$ cat config.mk
export PLATFORM = sky130hd
export DESIGN_NAME = lcr_link_control
export DESIGN_NICKNAME = d
export VERILOG_FILES = /design/src/lcr_pkg.sv /design/src/lcr_link_control.sv
export SDC_FILE = /design/constraint.sdc
export NUM_CORES = 1
export LEC_CHECK = 0
export BUFFER_PORTS_ARGS = -buffer_cell sky130_fd_sc_hd__buf_4
export CAP_MARGIN = 5
export CELL_PAD_IN_SITES_DETAIL_PLACEMENT = 1
export CELL_PAD_IN_SITES_GLOBAL_PLACEMENT = 1
export CORE_UTILIZATION = 43
export CTS_BUF_LIST = sky130_fd_sc_hd__clkbuf_4 sky130_fd_sc_hd__clkbuf_8
export DETAILED_ROUTE_END_ITERATION = 6
export GPL_TIMING_DRIVEN = 0
export HOLD_SLACK_MARGIN = 0.03
export PLACE_DENSITY = 0.88
export SYNTH_ARGS = -nofsm -noshare
export SYNTH_HDL_FRONTEND = slang
export SYNTH_SLANG_ARGS = --single-unit
$ cat constraint.sdc
create_clock -name ref_clk -period 4.7 [get_ports ref_clk]
set_clock_uncertainty 0.05 [all_clocks]
set_input_delay 0.705 -clock ref_clk [delete_from_list [all_inputs] [get_ports ref_clk]]
set_output_delay 0.705 -clock ref_clk [all_outputs]
set_load 0.02 [all_outputs]
$ cat src/lcr_pkg.sv
package lcr_pkg;
    localparam logic [11:0] LINK_CONTROL_OFFSET = 12'h050;
    localparam logic [15:0] LINK_CONTROL_RESET  = 16'h0000;
    localparam int          PSE_LSB   = 0;
    localparam int          RSVD_BIT  = 2;
    localparam int          RCB_BIT   = 3;
    localparam int          OFF_BIT   = 4;
    localparam int          RET_BIT   = 5;
    localparam int          CLK_BIT   = 6;
    localparam logic [1:0]  PSE_OFF   = 2'h0;
    localparam logic [1:0]  PSE_L0S   = 2'h1;
    localparam logic [1:0]  PSE_L1    = 2'h2;
    localparam logic [1:0]  PSE_BOTH  = 2'h3;
    localparam int          CLK_HZ    = 20000000;
    localparam int          UP_DELAY_US = 1000;
    localparam int          UP_DELAY_CYC = CLK_HZ / 1000000 * UP_DELAY_US;

    typedef struct packed {
        logic       valid;
        logic       write;
        logic [11:0] addr;
        logic [15:0] wdata;
    } lcr_req_s;

    typedef struct packed {
        logic [1:0] pse;
        logic       link_off;
        logic       shared_refclk;
    } lcr_ctl_s;
endpackage

$ cat src/lcr_link_control.sv
// Contract
// - power_state_entry_enable resets to 0; 1 = L0s, 2 = L1, 3 = both.
// - an EEPROM-loaded value may replace the zero default of power_state_entry_enable.
// - L0s enable governs only transmitter L0s entry; receiver L0s is always supported.
// - read_completion_boundary is read-only and reads zero.
// - link_off disables the link on a downstream port and does nothing upstream.
// - writing one to link_retrain_trigger sends the training machine to Recovery.
// - link_retrain_trigger always reads back zero.
// - one write may set retrain and change other fields, both taking effect.
// - changes during Recovery/Configuration wait for the next retrain, else apply now; the code also applies them once Recovery/Configuration ends.
// - upstream with unlock clear, retrain has no effect and reads zero.
// - upstream with unlock set, retrain starts 1 ms after the write.
// - upstream, the training flag sets only after the 1 ms delay.
// - shared_refclk_config is read-write, resets to zero, marks a shared refclk.
module lcr_link_control
    import lcr_pkg::*;
#(
    parameter bit IS_UPSTREAM = 1'b0,
    parameter int DELAY_CYC   = UP_DELAY_CYC
) (
    input  wire logic        ref_clk,
    input  wire logic        rst,
    input  wire lcr_req_s    cfg_req,
    output logic [15:0]      cfg_rdata,
    output logic             cfg_ack,
    input  wire logic        eeprom_load,
    input  wire logic [1:0]  eeprom_pse,
    input  wire logic        upstream_register_unlock,
    input  wire logic        ltssm_in_rec_cfg,
    output lcr_ctl_s         ctl_out,
    output logic             tx_l0s_enable,
    output logic             rx_l0s_enable,
    output logic             l1_enable,
    output logic             retrain_pulse,
    output logic             link_training_flag
);
    lcr_ctl_s    reg_q, reg_d;
    lcr_ctl_s    act_q, act_d;
    logic        pend_q, pend_d;
    logic [31:0] cnt_q, cnt_d;
    logic        dly_q, dly_d;
    logic        ret_q, ret_d;
    logic        flag_q, flag_d;
    logic        ack_q, ack_d;
    logic [15:0] rd_q, rd_d;
    logic        hit, wr_ret, ret_fire;

    function automatic logic [15:0] pack_reg(input lcr_ctl_s c);
        logic [15:0] v;
        v = 16'h0000;
        v[PSE_LSB +: 2] = c.pse;
        v[OFF_BIT]      = c.link_off;
        v[CLK_BIT]      = c.shared_refclk;
        return v; // bits 2, 3, 5 stay zero
    endfunction

    always_comb begin
        hit    = cfg_req.valid && (cfg_req.addr == LINK_CONTROL_OFFSET);
        wr_ret = hit && cfg_req.write && cfg_req.wdata[RET_BIT]
                 && (!IS_UPSTREAM || upstream_register_unlock);
        reg_d  = reg_q;
        if (hit && cfg_req.write) begin
            reg_d.pse           = cfg_req.wdata[PSE_LSB +: 2];
            reg_d.link_off      = cfg_req.wdata[OFF_BIT];
            reg_d.shared_refclk = cfg_req.wdata[CLK_BIT];
        end else if (eeprom_load) begin
            reg_d.pse = eeprom_pse;
        end
        ack_d = hit;
        rd_d  = (hit && !cfg_req.write) ? pack_reg(reg_q) : 16'h0000;
    end

    // upstream delay counter
    always_comb begin
        cnt_d = cnt_q;
        dly_d = dly_q;
        ret_fire = 1'b0;
        if (wr_ret && IS_UPSTREAM) begin
            dly_d = 1'b1;
            cnt_d = 32'h00000000;
        end else if (dly_q) begin
            if (cnt_q == 32'(DELAY_CYC - 1)) begin
                dly_d = 1'b0;
                ret_fire = 1'b1;
            end else begin
                cnt_d = cnt_q + 32'h00000001;
            end
        end
        if (wr_ret && !IS_UPSTREAM) begin
            ret_fire = 1'b1;
        end
        ret_d  = ret_fire;
        flag_d = ret_fire ? 1'b1 : (flag_q && ltssm_in_rec_cfg);
    end

    // applied controls; held while training unless a retrain pulse is issued
    always_comb begin
        act_d  = act_q;
        pend_d = pend_q;
        if (ltssm_in_rec_cfg && !ret_q) begin
            pend_d = pend_q || (reg_d != act_q);
        end else begin
            act_d  = reg_d;
            pend_d = 1'b0;
        end
        if (IS_UPSTREAM) begin
            act_d.link_off = 1'b0;
        end
    end

    always_ff @(posedge ref_clk) begin
        if (rst) begin
            reg_q  <= LINK_CONTROL_RESET[6:0] == 7'h00 ? '0 : '0;
            act_q  <= '0;
            pend_q <= 1'b0;
            cnt_q  <= 32'h00000000;
            dly_q  <= 1'b0;
            ret_q  <= 1'b0;
            flag_q <= 1'b0;
            ack_q  <= 1'b0;
            rd_q   <= 16'h0000;
        end else begin
            reg_q  <= reg_d;
            act_q  <= act_d;
            pend_q <= pend_d;
            cnt_q  <= cnt_d;
            dly_q  <= dly_d;
            ret_q  <= ret_d;
            flag_q <= flag_d;
            ack_q  <= ack_d;
            rd_q   <= rd_d;
        end
    end

    assign cfg_rdata          = rd_q;
    assign cfg_ack            = ack_q;
    assign ctl_out            = act_q;
    assign tx_l0s_enable      = act_q.pse[0];
    assign rx_l0s_enable      = 1'b1;
    assign l1_enable          = act_q.pse[1];
    assign retrain_pulse      = ret_q;
    assign link_training_flag = flag_q;

    rd_zero_a: assert property (@(posedge ref_clk) disable iff (rst)
        (cfg_rdata[RET_BIT] == 1'b0) && (cfg_rdata[RCB_BIT] == 1'b0)
        && (cfg_rdata[RSVD_BIT] == 1'b0)) else $error("fixed zero bits read nonzero");
    pse_read_a: assert property (@(posedge ref_clk) disable iff (rst)
        hit && !cfg_req.write |=> cfg_rdata[1:0] == $past(reg_q.pse))
        else $error("entry field readback wrong");
    ret_down_a: assert property (@(posedge ref_clk) disable iff (rst)
        !IS_UPSTREAM && wr_ret |=> retrain_pulse) else $error("retrain missing");
    up_lock_a: assert property (@(posedge ref_clk) disable iff (rst)
        IS_UPSTREAM && hit && cfg_req.write && !upstream_register_unlock && !dly_q
        |=> !retrain_pulse) else $error("locked retrain fired");
    up_early_a: assert property (@(posedge ref_clk) disable iff (rst)
        IS_UPSTREAM && wr_ret |=> !retrain_pulse && !$rose(link_training_flag))
        else $error("upstream retrain too early");
    flag_set_a: assert property (@(posedge ref_clk) disable iff (rst)
        retrain_pulse |-> link_training_flag) else $error("flag not set at retrain");
    both_take_a: assert property (@(posedge ref_clk) disable iff (rst)
        hit && cfg_req.write |=> reg_q.shared_refclk == $past(cfg_req.wdata[CLK_BIT]))
        else $error("field write lost");
    up_off_a: assert property (@(posedge ref_clk) disable iff (rst)
        IS_UPSTREAM |-> !ctl_out.link_off) else $error("link off on upstream");
    rx_l0s_a: assert property (@(posedge ref_clk) disable iff (rst)
        rx_l0s_enable && (tx_l0s_enable == ctl_out.pse[0])) else $error("l0s split wrong");

    // register access checks
    ack_hit_a: assert property (@(posedge ref_clk) disable iff (rst)
        hit
        |=> cfg_ack)
        else $error("access not acknowledged");

    ack_miss_a: assert property (@(posedge ref_clk) disable iff (rst)
        !hit
        |=> !cfg_ack)
        else $error("stray acknowledge");

    rd_idle_a: assert property (@(posedge ref_clk) disable iff (rst)
        !cfg_ack
        |-> cfg_rdata == 16'h0000)
        else $error("read data outside ack");

    rd_high_a: assert property (@(posedge ref_clk) disable iff (rst)
        cfg_ack
        |-> cfg_rdata[15:7] == 9'h000)
        else $error("upper bits read nonzero");

    rd_write_a: assert property (@(posedge ref_clk) disable iff (rst)
        hit && cfg_req.write
        |=> cfg_rdata == 16'h0000)
        else $error("write returned data");

    pse_write_a: assert property (@(posedge ref_clk) disable iff (rst)
        hit && cfg_req.write
        |=> reg_q.pse == $past(cfg_req.wdata[PSE_LSB +: 2]))
        else $error("entry field write lost");

    off_write_a: assert property (@(posedge ref_clk) disable iff (rst)
        hit && cfg_req.write
        |=> reg_q.link_off == $past(cfg_req.wdata[OFF_BIT]))
        else $error("link off write lost");

    eeprom_take_a: assert property (@(posedge ref_clk) disable iff (rst)
        eeprom_load && !(hit && cfg_req.write)
        |=> reg_q.pse == $past(eeprom_pse))
        else $error("loaded entry value lost");

    reg_hold_a: assert property (@(posedge ref_clk) disable iff (rst)
        !(hit && cfg_req.write) && !eeprom_load
        |=> $stable(reg_q))
        else $error("register changed without write");

    l1_map_a: assert property (@(posedge ref_clk) disable iff (rst)
        1'b1
        |-> l1_enable == ctl_out.pse[1])
        else $error("l1 enable mismatch");

    rd_clk_a: assert property (@(posedge ref_clk) disable iff (rst)
        hit && !cfg_req.write
        |=> cfg_rdata[CLK_BIT] == $past(reg_q.shared_refclk))
        else $error("refclk bit readback wrong");

    rd_off_a: assert property (@(posedge ref_clk) disable iff (rst)
        hit && !cfg_req.write
        |=> cfg_rdata[OFF_BIT] == $past(reg_q.link_off))
        else $error("link off readback wrong");

    rst_clear_a: assert property (@(posedge ref_clk)
        $past(rst)
        |-> (ctl_out == '0) && !retrain_pulse && !link_training_flag && !cfg_ack)
        else $error("state not cleared by reset");

    // retrain timing checks
    up_delay_a: assert property (@(posedge ref_clk) disable iff (rst)
        IS_UPSTREAM && dly_q && (cnt_q == 32'(DELAY_CYC - 1)) && !wr_ret
        |=> retrain_pulse)
        else $error("delayed retrain missing");

    dly_quiet_a: assert property (@(posedge ref_clk) disable iff (rst)
        IS_UPSTREAM && !(dly_q && (cnt_q == 32'(DELAY_CYC - 1)) && !wr_ret)
        |=> !retrain_pulse)
        else $error("upstream retrain off schedule");

    cnt_bound_a: assert property (@(posedge ref_clk) disable iff (rst)
        dly_q
        |-> cnt_q < 32'(DELAY_CYC))
        else $error("delay count overrun");

    cnt_start_a: assert property (@(posedge ref_clk) disable iff (rst)
        IS_UPSTREAM && wr_ret
        |=> dly_q && (cnt_q == 32'h00000000))
        else $error("delay not restarted");

    dly_clear_a: assert property (@(posedge ref_clk) disable iff (rst)
        IS_UPSTREAM && retrain_pulse
        |-> !dly_q)
        else $error("delay still running at retrain");

    down_nodly_a: assert property (@(posedge ref_clk) disable iff (rst)
        !IS_UPSTREAM
        |-> !dly_q)
        else $error("downstream delay active");

    ret_once_a: assert property (@(posedge ref_clk) disable iff (rst)
        IS_UPSTREAM && retrain_pulse
        |=> !retrain_pulse)
        else $error("upstream retrain repeated");

    wr_lock_a: assert property (@(posedge ref_clk) disable iff (rst)
        IS_UPSTREAM && !upstream_register_unlock
        |-> !wr_ret)
        else $error("locked retrain accepted");

    flag_rise_a: assert property (@(posedge ref_clk) disable iff (rst)
        $rose(link_training_flag)
        |-> retrain_pulse)
        else $error("training flag set without retrain");

    flag_drop_a: assert property (@(posedge ref_clk) disable iff (rst)
        link_training_flag && !ltssm_in_rec_cfg && !ret_fire
        |=> !link_training_flag)
        else $error("training flag held too long");

    // applied control checks
    act_hold_a: assert property (@(posedge ref_clk) disable iff (rst)
        ltssm_in_rec_cfg && !retrain_pulse
        |=> $stable(ctl_out))
        else $error("controls changed during training");

    act_apply_a: assert property (@(posedge ref_clk) disable iff (rst)
        !ltssm_in_rec_cfg || retrain_pulse
        |=> (ctl_out.pse == reg_q.pse) && (ctl_out.shared_refclk == reg_q.shared_refclk))
        else $error("controls not applied");

    pend_clear_a: assert property (@(posedge ref_clk) disable iff (rst)
        !ltssm_in_rec_cfg
        |=> !pend_q)
        else $error("pending change left over");

    down_off_a: assert property (@(posedge ref_clk) disable iff (rst)
        !IS_UPSTREAM && (!ltssm_in_rec_cfg || retrain_pulse)
        |=> ctl_out.link_off == reg_q.link_off)
        else $error("downstream link off not applied");
endmodule

==> results_dict.tcl <==
set metrics [dict create \
    synth.top_cell.area_share_pct 41.1 \
    synth_most_common_cell "sky130_fd_sc_hd__dfxtp_1" \
    critPathArrivalTime_ns 2.56 \
    synth-edff-count 0 \
    grtUsageMet1_pct 24.6 \
    cp_launch_type "register" \
    nets 348 \
    relSlewSlack_pct 39.1 \
    viasPerCell 5.27 \
    numClockSinks 48 \
    layout_setup_ws_ns 2.29 \
    cts_max_path_buffers 2 \
    yosys.area.top_type "sky130_fd_sc_hd__dfxtp_1" \
    grt_use_met3_pct 3.57 \
    synth.top_cells.by_area "sky130_fd_sc_hd__dfxtp_1 41%, sky130_fd_sc_hd__xor2_1 8.6%, sky130_fd_sc_hd__nor2_1 7.2%, sky130_fd_sc_hd__buf_4 4.8%, sky130_fd_sc_hd__nand4_1 2.9%" \
    grt_pass1_wl_um 8830 \
    tritoncts "built" \
    critPathMaxStageDelay_ns 0.42 \
    peakVddDrop_mv 0.175 \
    yosys-top-cells-count "48 x sky130_fd_sc_hd__dfxtp_1, 45 x sky130_fd_sc_hd__nor2_1, 23 x sky130_fd_sc_hd__xor2_1" \
    syn_avg_cell_area_um2 9.13 \
    die-area_um2 5730 \
    critical_path.endpoint_type "register" \
    post-route-min-period_ns 2.41 \
    timing.setup.critical_path_class "register to register" \
    route.detailed.drc 0 \
    dp_hpwl_um 4250 \
    htree_levels 2 \
    synth_seq_cells 48 \
    worstPathCellList "ha_1 -> nor4b_1 -> nand4_2 -> o21ai_4 -> nor2_1 -> mux2_1" \
    cellLeakagePower_nw 1.18 \
    cts-resized-gates 0 \
    status "completed" \
    clk_transition_reported_paths_ns 0.09 \
    hold_path_class "register to register" \
    post_drt_wl_per_cell_um 15.0 \
    cts_root_buffer "sky130_fd_sc_hd__clkbuf_8" \
    final_layout_size_suffix_gt1_share_pct 25.1 \
    place.gp.congestion 0.764 \
    synth-seq-area-share_pct 41.1 \
    num_rows 26 \
    boundaryPins 63 \
    synth_cells 256 \
    grt_util_met2_pct 36.4 \
    drt.antenna.violating_nets 0 \
    critPathMaxFanout 10 \
    place_ws_ns 2.19 \
    synthDistinctLibCells 48 \
    die_y_um 75.7 \
    antenna-diode-count 0 \
    power_per_cell_area_nw_per_um2 290 \
    drt_pre_antenna_iters 4 \
    fin_setup_tns_ns 0 \
    maxCapViolCount 0 \
    report.final.setup_viol 0 \
    finalWirelength_um 5710 \
    synthToLayoutAreaGrowth_pct 23.0 \
    worstPathRequired_ns 4.85 \
    global_route.overflow_total 0 \
    core_area_um2 5170 \
    initial_utilization_pct 45.2 \
    drt_iter0_markers 51 \
    numPortBuffers 36 \
    report.final.slew_viol_count 0 \
    chipWidth_um 75.7 \
    antenna_found_initial 0 \
    ys_async_sr_fraction_pct 0 \
    yosysWarnings 0 \
    number_of_buffers_inserted_to_repair_setup_after_cts 0 \
    synth_flop_cell "sky130_fd_sc_hd__dfxtp_1" \
    clock_latency_ns 0.31 \
    grt_start_max_net_pins 17 \
    fmax_mhz 415 \
    grt_setup_unrepaired "no" \
    timing.final.crit_share_pct 51.3 \
    cts_buffers 5 \
    grt_pass1_vias 1902 \
    setup.reg_to_reg.worst_slack_ns 2.29 \
    cts.hold.buffers_added 0 \
    vias 2006 \
    track_usage_pct 20.8 \
    report.power.total_mw 0.834 \
    busiest_grt_layer "met2" \
    worstMarginPinSlew_ns 0.907 \
    cpMaxStageDelayCell "sky130_fd_sc_hd__o21ai_4" \
    netlist_area_um2 2340 \
    final-hold-violation-count 0 \
]
[per-stage QoR]
step                std cells  cell area (um2)  utilization (%)  hold WS [ns]
floorplan                 267             2380                -         0.376
global placement          373             2740             52.9         0.392
detailed placement        373             2740             52.9         0.392
CTS                       381             2870             55.6         0.415
global route              381             2870             55.6         0.445
finish                    381             2870             55.6         0.409
[logic make-up (layout without fill, tap and decap cells)]
family                     Yosys count  in the layout  share of synthesized area, %
other                                2             13                         0.321
DFF                                 48             48                          41.1
adders and majority gates            1              1                         0.535
AOI/OAI and AO/OA                   21             21                          6.42
and+or+nand+nor                    122            122                          30.8
xor gates and xnor gates            25             25                          9.37
buffers and inverters               27             71                          6.85
muxes                               10             10                          4.55
[final cells by class]
class                           count  area, um2
Sequential cell                    48        961
Multi-Input combinational cell    192       1260
Clock inverter                      3       68.8
Inverter                            3       11.3
Buffer                             24        149
Tap cell                           70       87.6
Fill cell                         606       2300
Clock buffer                        5       68.8
Timing Repair Buffer               36        270
[worst max-delay path: cells and delay by family, from the launching register on]
kind | cells | cell delay, ns
adders and majority gates | 1 | 0.28
muxes | 1 | 0.31
and+or+nand+nor | 3 | 0.84
AOI/OAI and AO/OA | 1 | 0.42
DFF | 1 | 0.40
[flip-flops by register name, summed over array words and instances, names as in the netlist]
| register | flops |
|---|---|
| cnt_q | 32 |
| ctl_out | 4 |
| cfg_ack | 1 |
| reg_q | 4 |
| link_training_flag | 1 |
| retrain_pulse | 1 |
| cfg_rdata | 4 |
| dly_q | 1 |
[cell usage in the layout, fill, tap and decap left out, types with 2 or more instances in the layout]
cell type / synthesis / layout
sky130_fd_sc_hd__a211oi_1: 2 / 2
sky130_fd_sc_hd__a21oi_1: 6 / 6
sky130_fd_sc_hd__and2_1: 5 / 5
sky130_fd_sc_hd__and3_1: 3 / 3
sky130_fd_sc_hd__and3_2: 2 / 2
sky130_fd_sc_hd__buf_2: 2 / 2
sky130_fd_sc_hd__buf_4: 15 / 51
sky130_fd_sc_hd__bufinv_16: 0 / 2
sky130_fd_sc_hd__clkbuf_1: 6 / 6
sky130_fd_sc_hd__clkbuf_8: 0 / 5
sky130_fd_sc_hd__conb_1: 2 / 13
sky130_fd_sc_hd__dfxtp_1: 48 / 48
sky130_fd_sc_hd__inv_1: 3 / 3
sky130_fd_sc_hd__mux2_2: 4 / 4
sky130_fd_sc_hd__mux2i_1: 5 / 5
sky130_fd_sc_hd__nand2_1: 12 / 12
sky130_fd_sc_hd__nand2b_1: 2 / 2
sky130_fd_sc_hd__nand3_1: 6 / 6
sky130_fd_sc_hd__nand3_4: 2 / 2
sky130_fd_sc_hd__nand4_1: 11 / 11
sky130_fd_sc_hd__nand4_2: 2 / 2
sky130_fd_sc_hd__nor2_1: 45 / 45
sky130_fd_sc_hd__nor2b_1: 4 / 4
sky130_fd_sc_hd__nor3_1: 3 / 3
sky130_fd_sc_hd__nor4_1: 6 / 6
sky130_fd_sc_hd__nor4b_1: 3 / 3
sky130_fd_sc_hd__o2111ai_1: 3 / 3
sky130_fd_sc_hd__o211ai_1: 4 / 4
sky130_fd_sc_hd__o21ai_0: 2 / 2
sky130_fd_sc_hd__o31ai_1: 3 / 3
sky130_fd_sc_hd__or4_1: 3 / 3
sky130_fd_sc_hd__xnor2_1: 2 / 2
sky130_fd_sc_hd__xor2_1: 23 / 23
[routing by layer]
layer,wire length (um),vias up
met3,164,10
li1,-,979
met1,2500,972
met5,0,-
met2,2920,45
met4,123,0
[final timing paths]
kind / end / startpoint / cells past startpoint
setup / recovery: cnt_q[11] / cnt_q[0] / 6
setup reg to reg: cnt_q[11] / cnt_q[0] / 6
hold reg to reg: cfg_rdata[1] / reg_q[3] / 1
hold / removal: cfg_rdata[1] / reg_q[3] / 1
[power by group]
part / leakage (nW) / internal [mW] / switching, mW
clock: 0.0687 / 0.214 / 0.148
combinational: 0.724 / 0.0307 / 0.0304
sequential: 0.387 / 0.409 / 0.00157
total: 1.18 / 0.654 / 0.180
(Power assumes the default switching activity.)
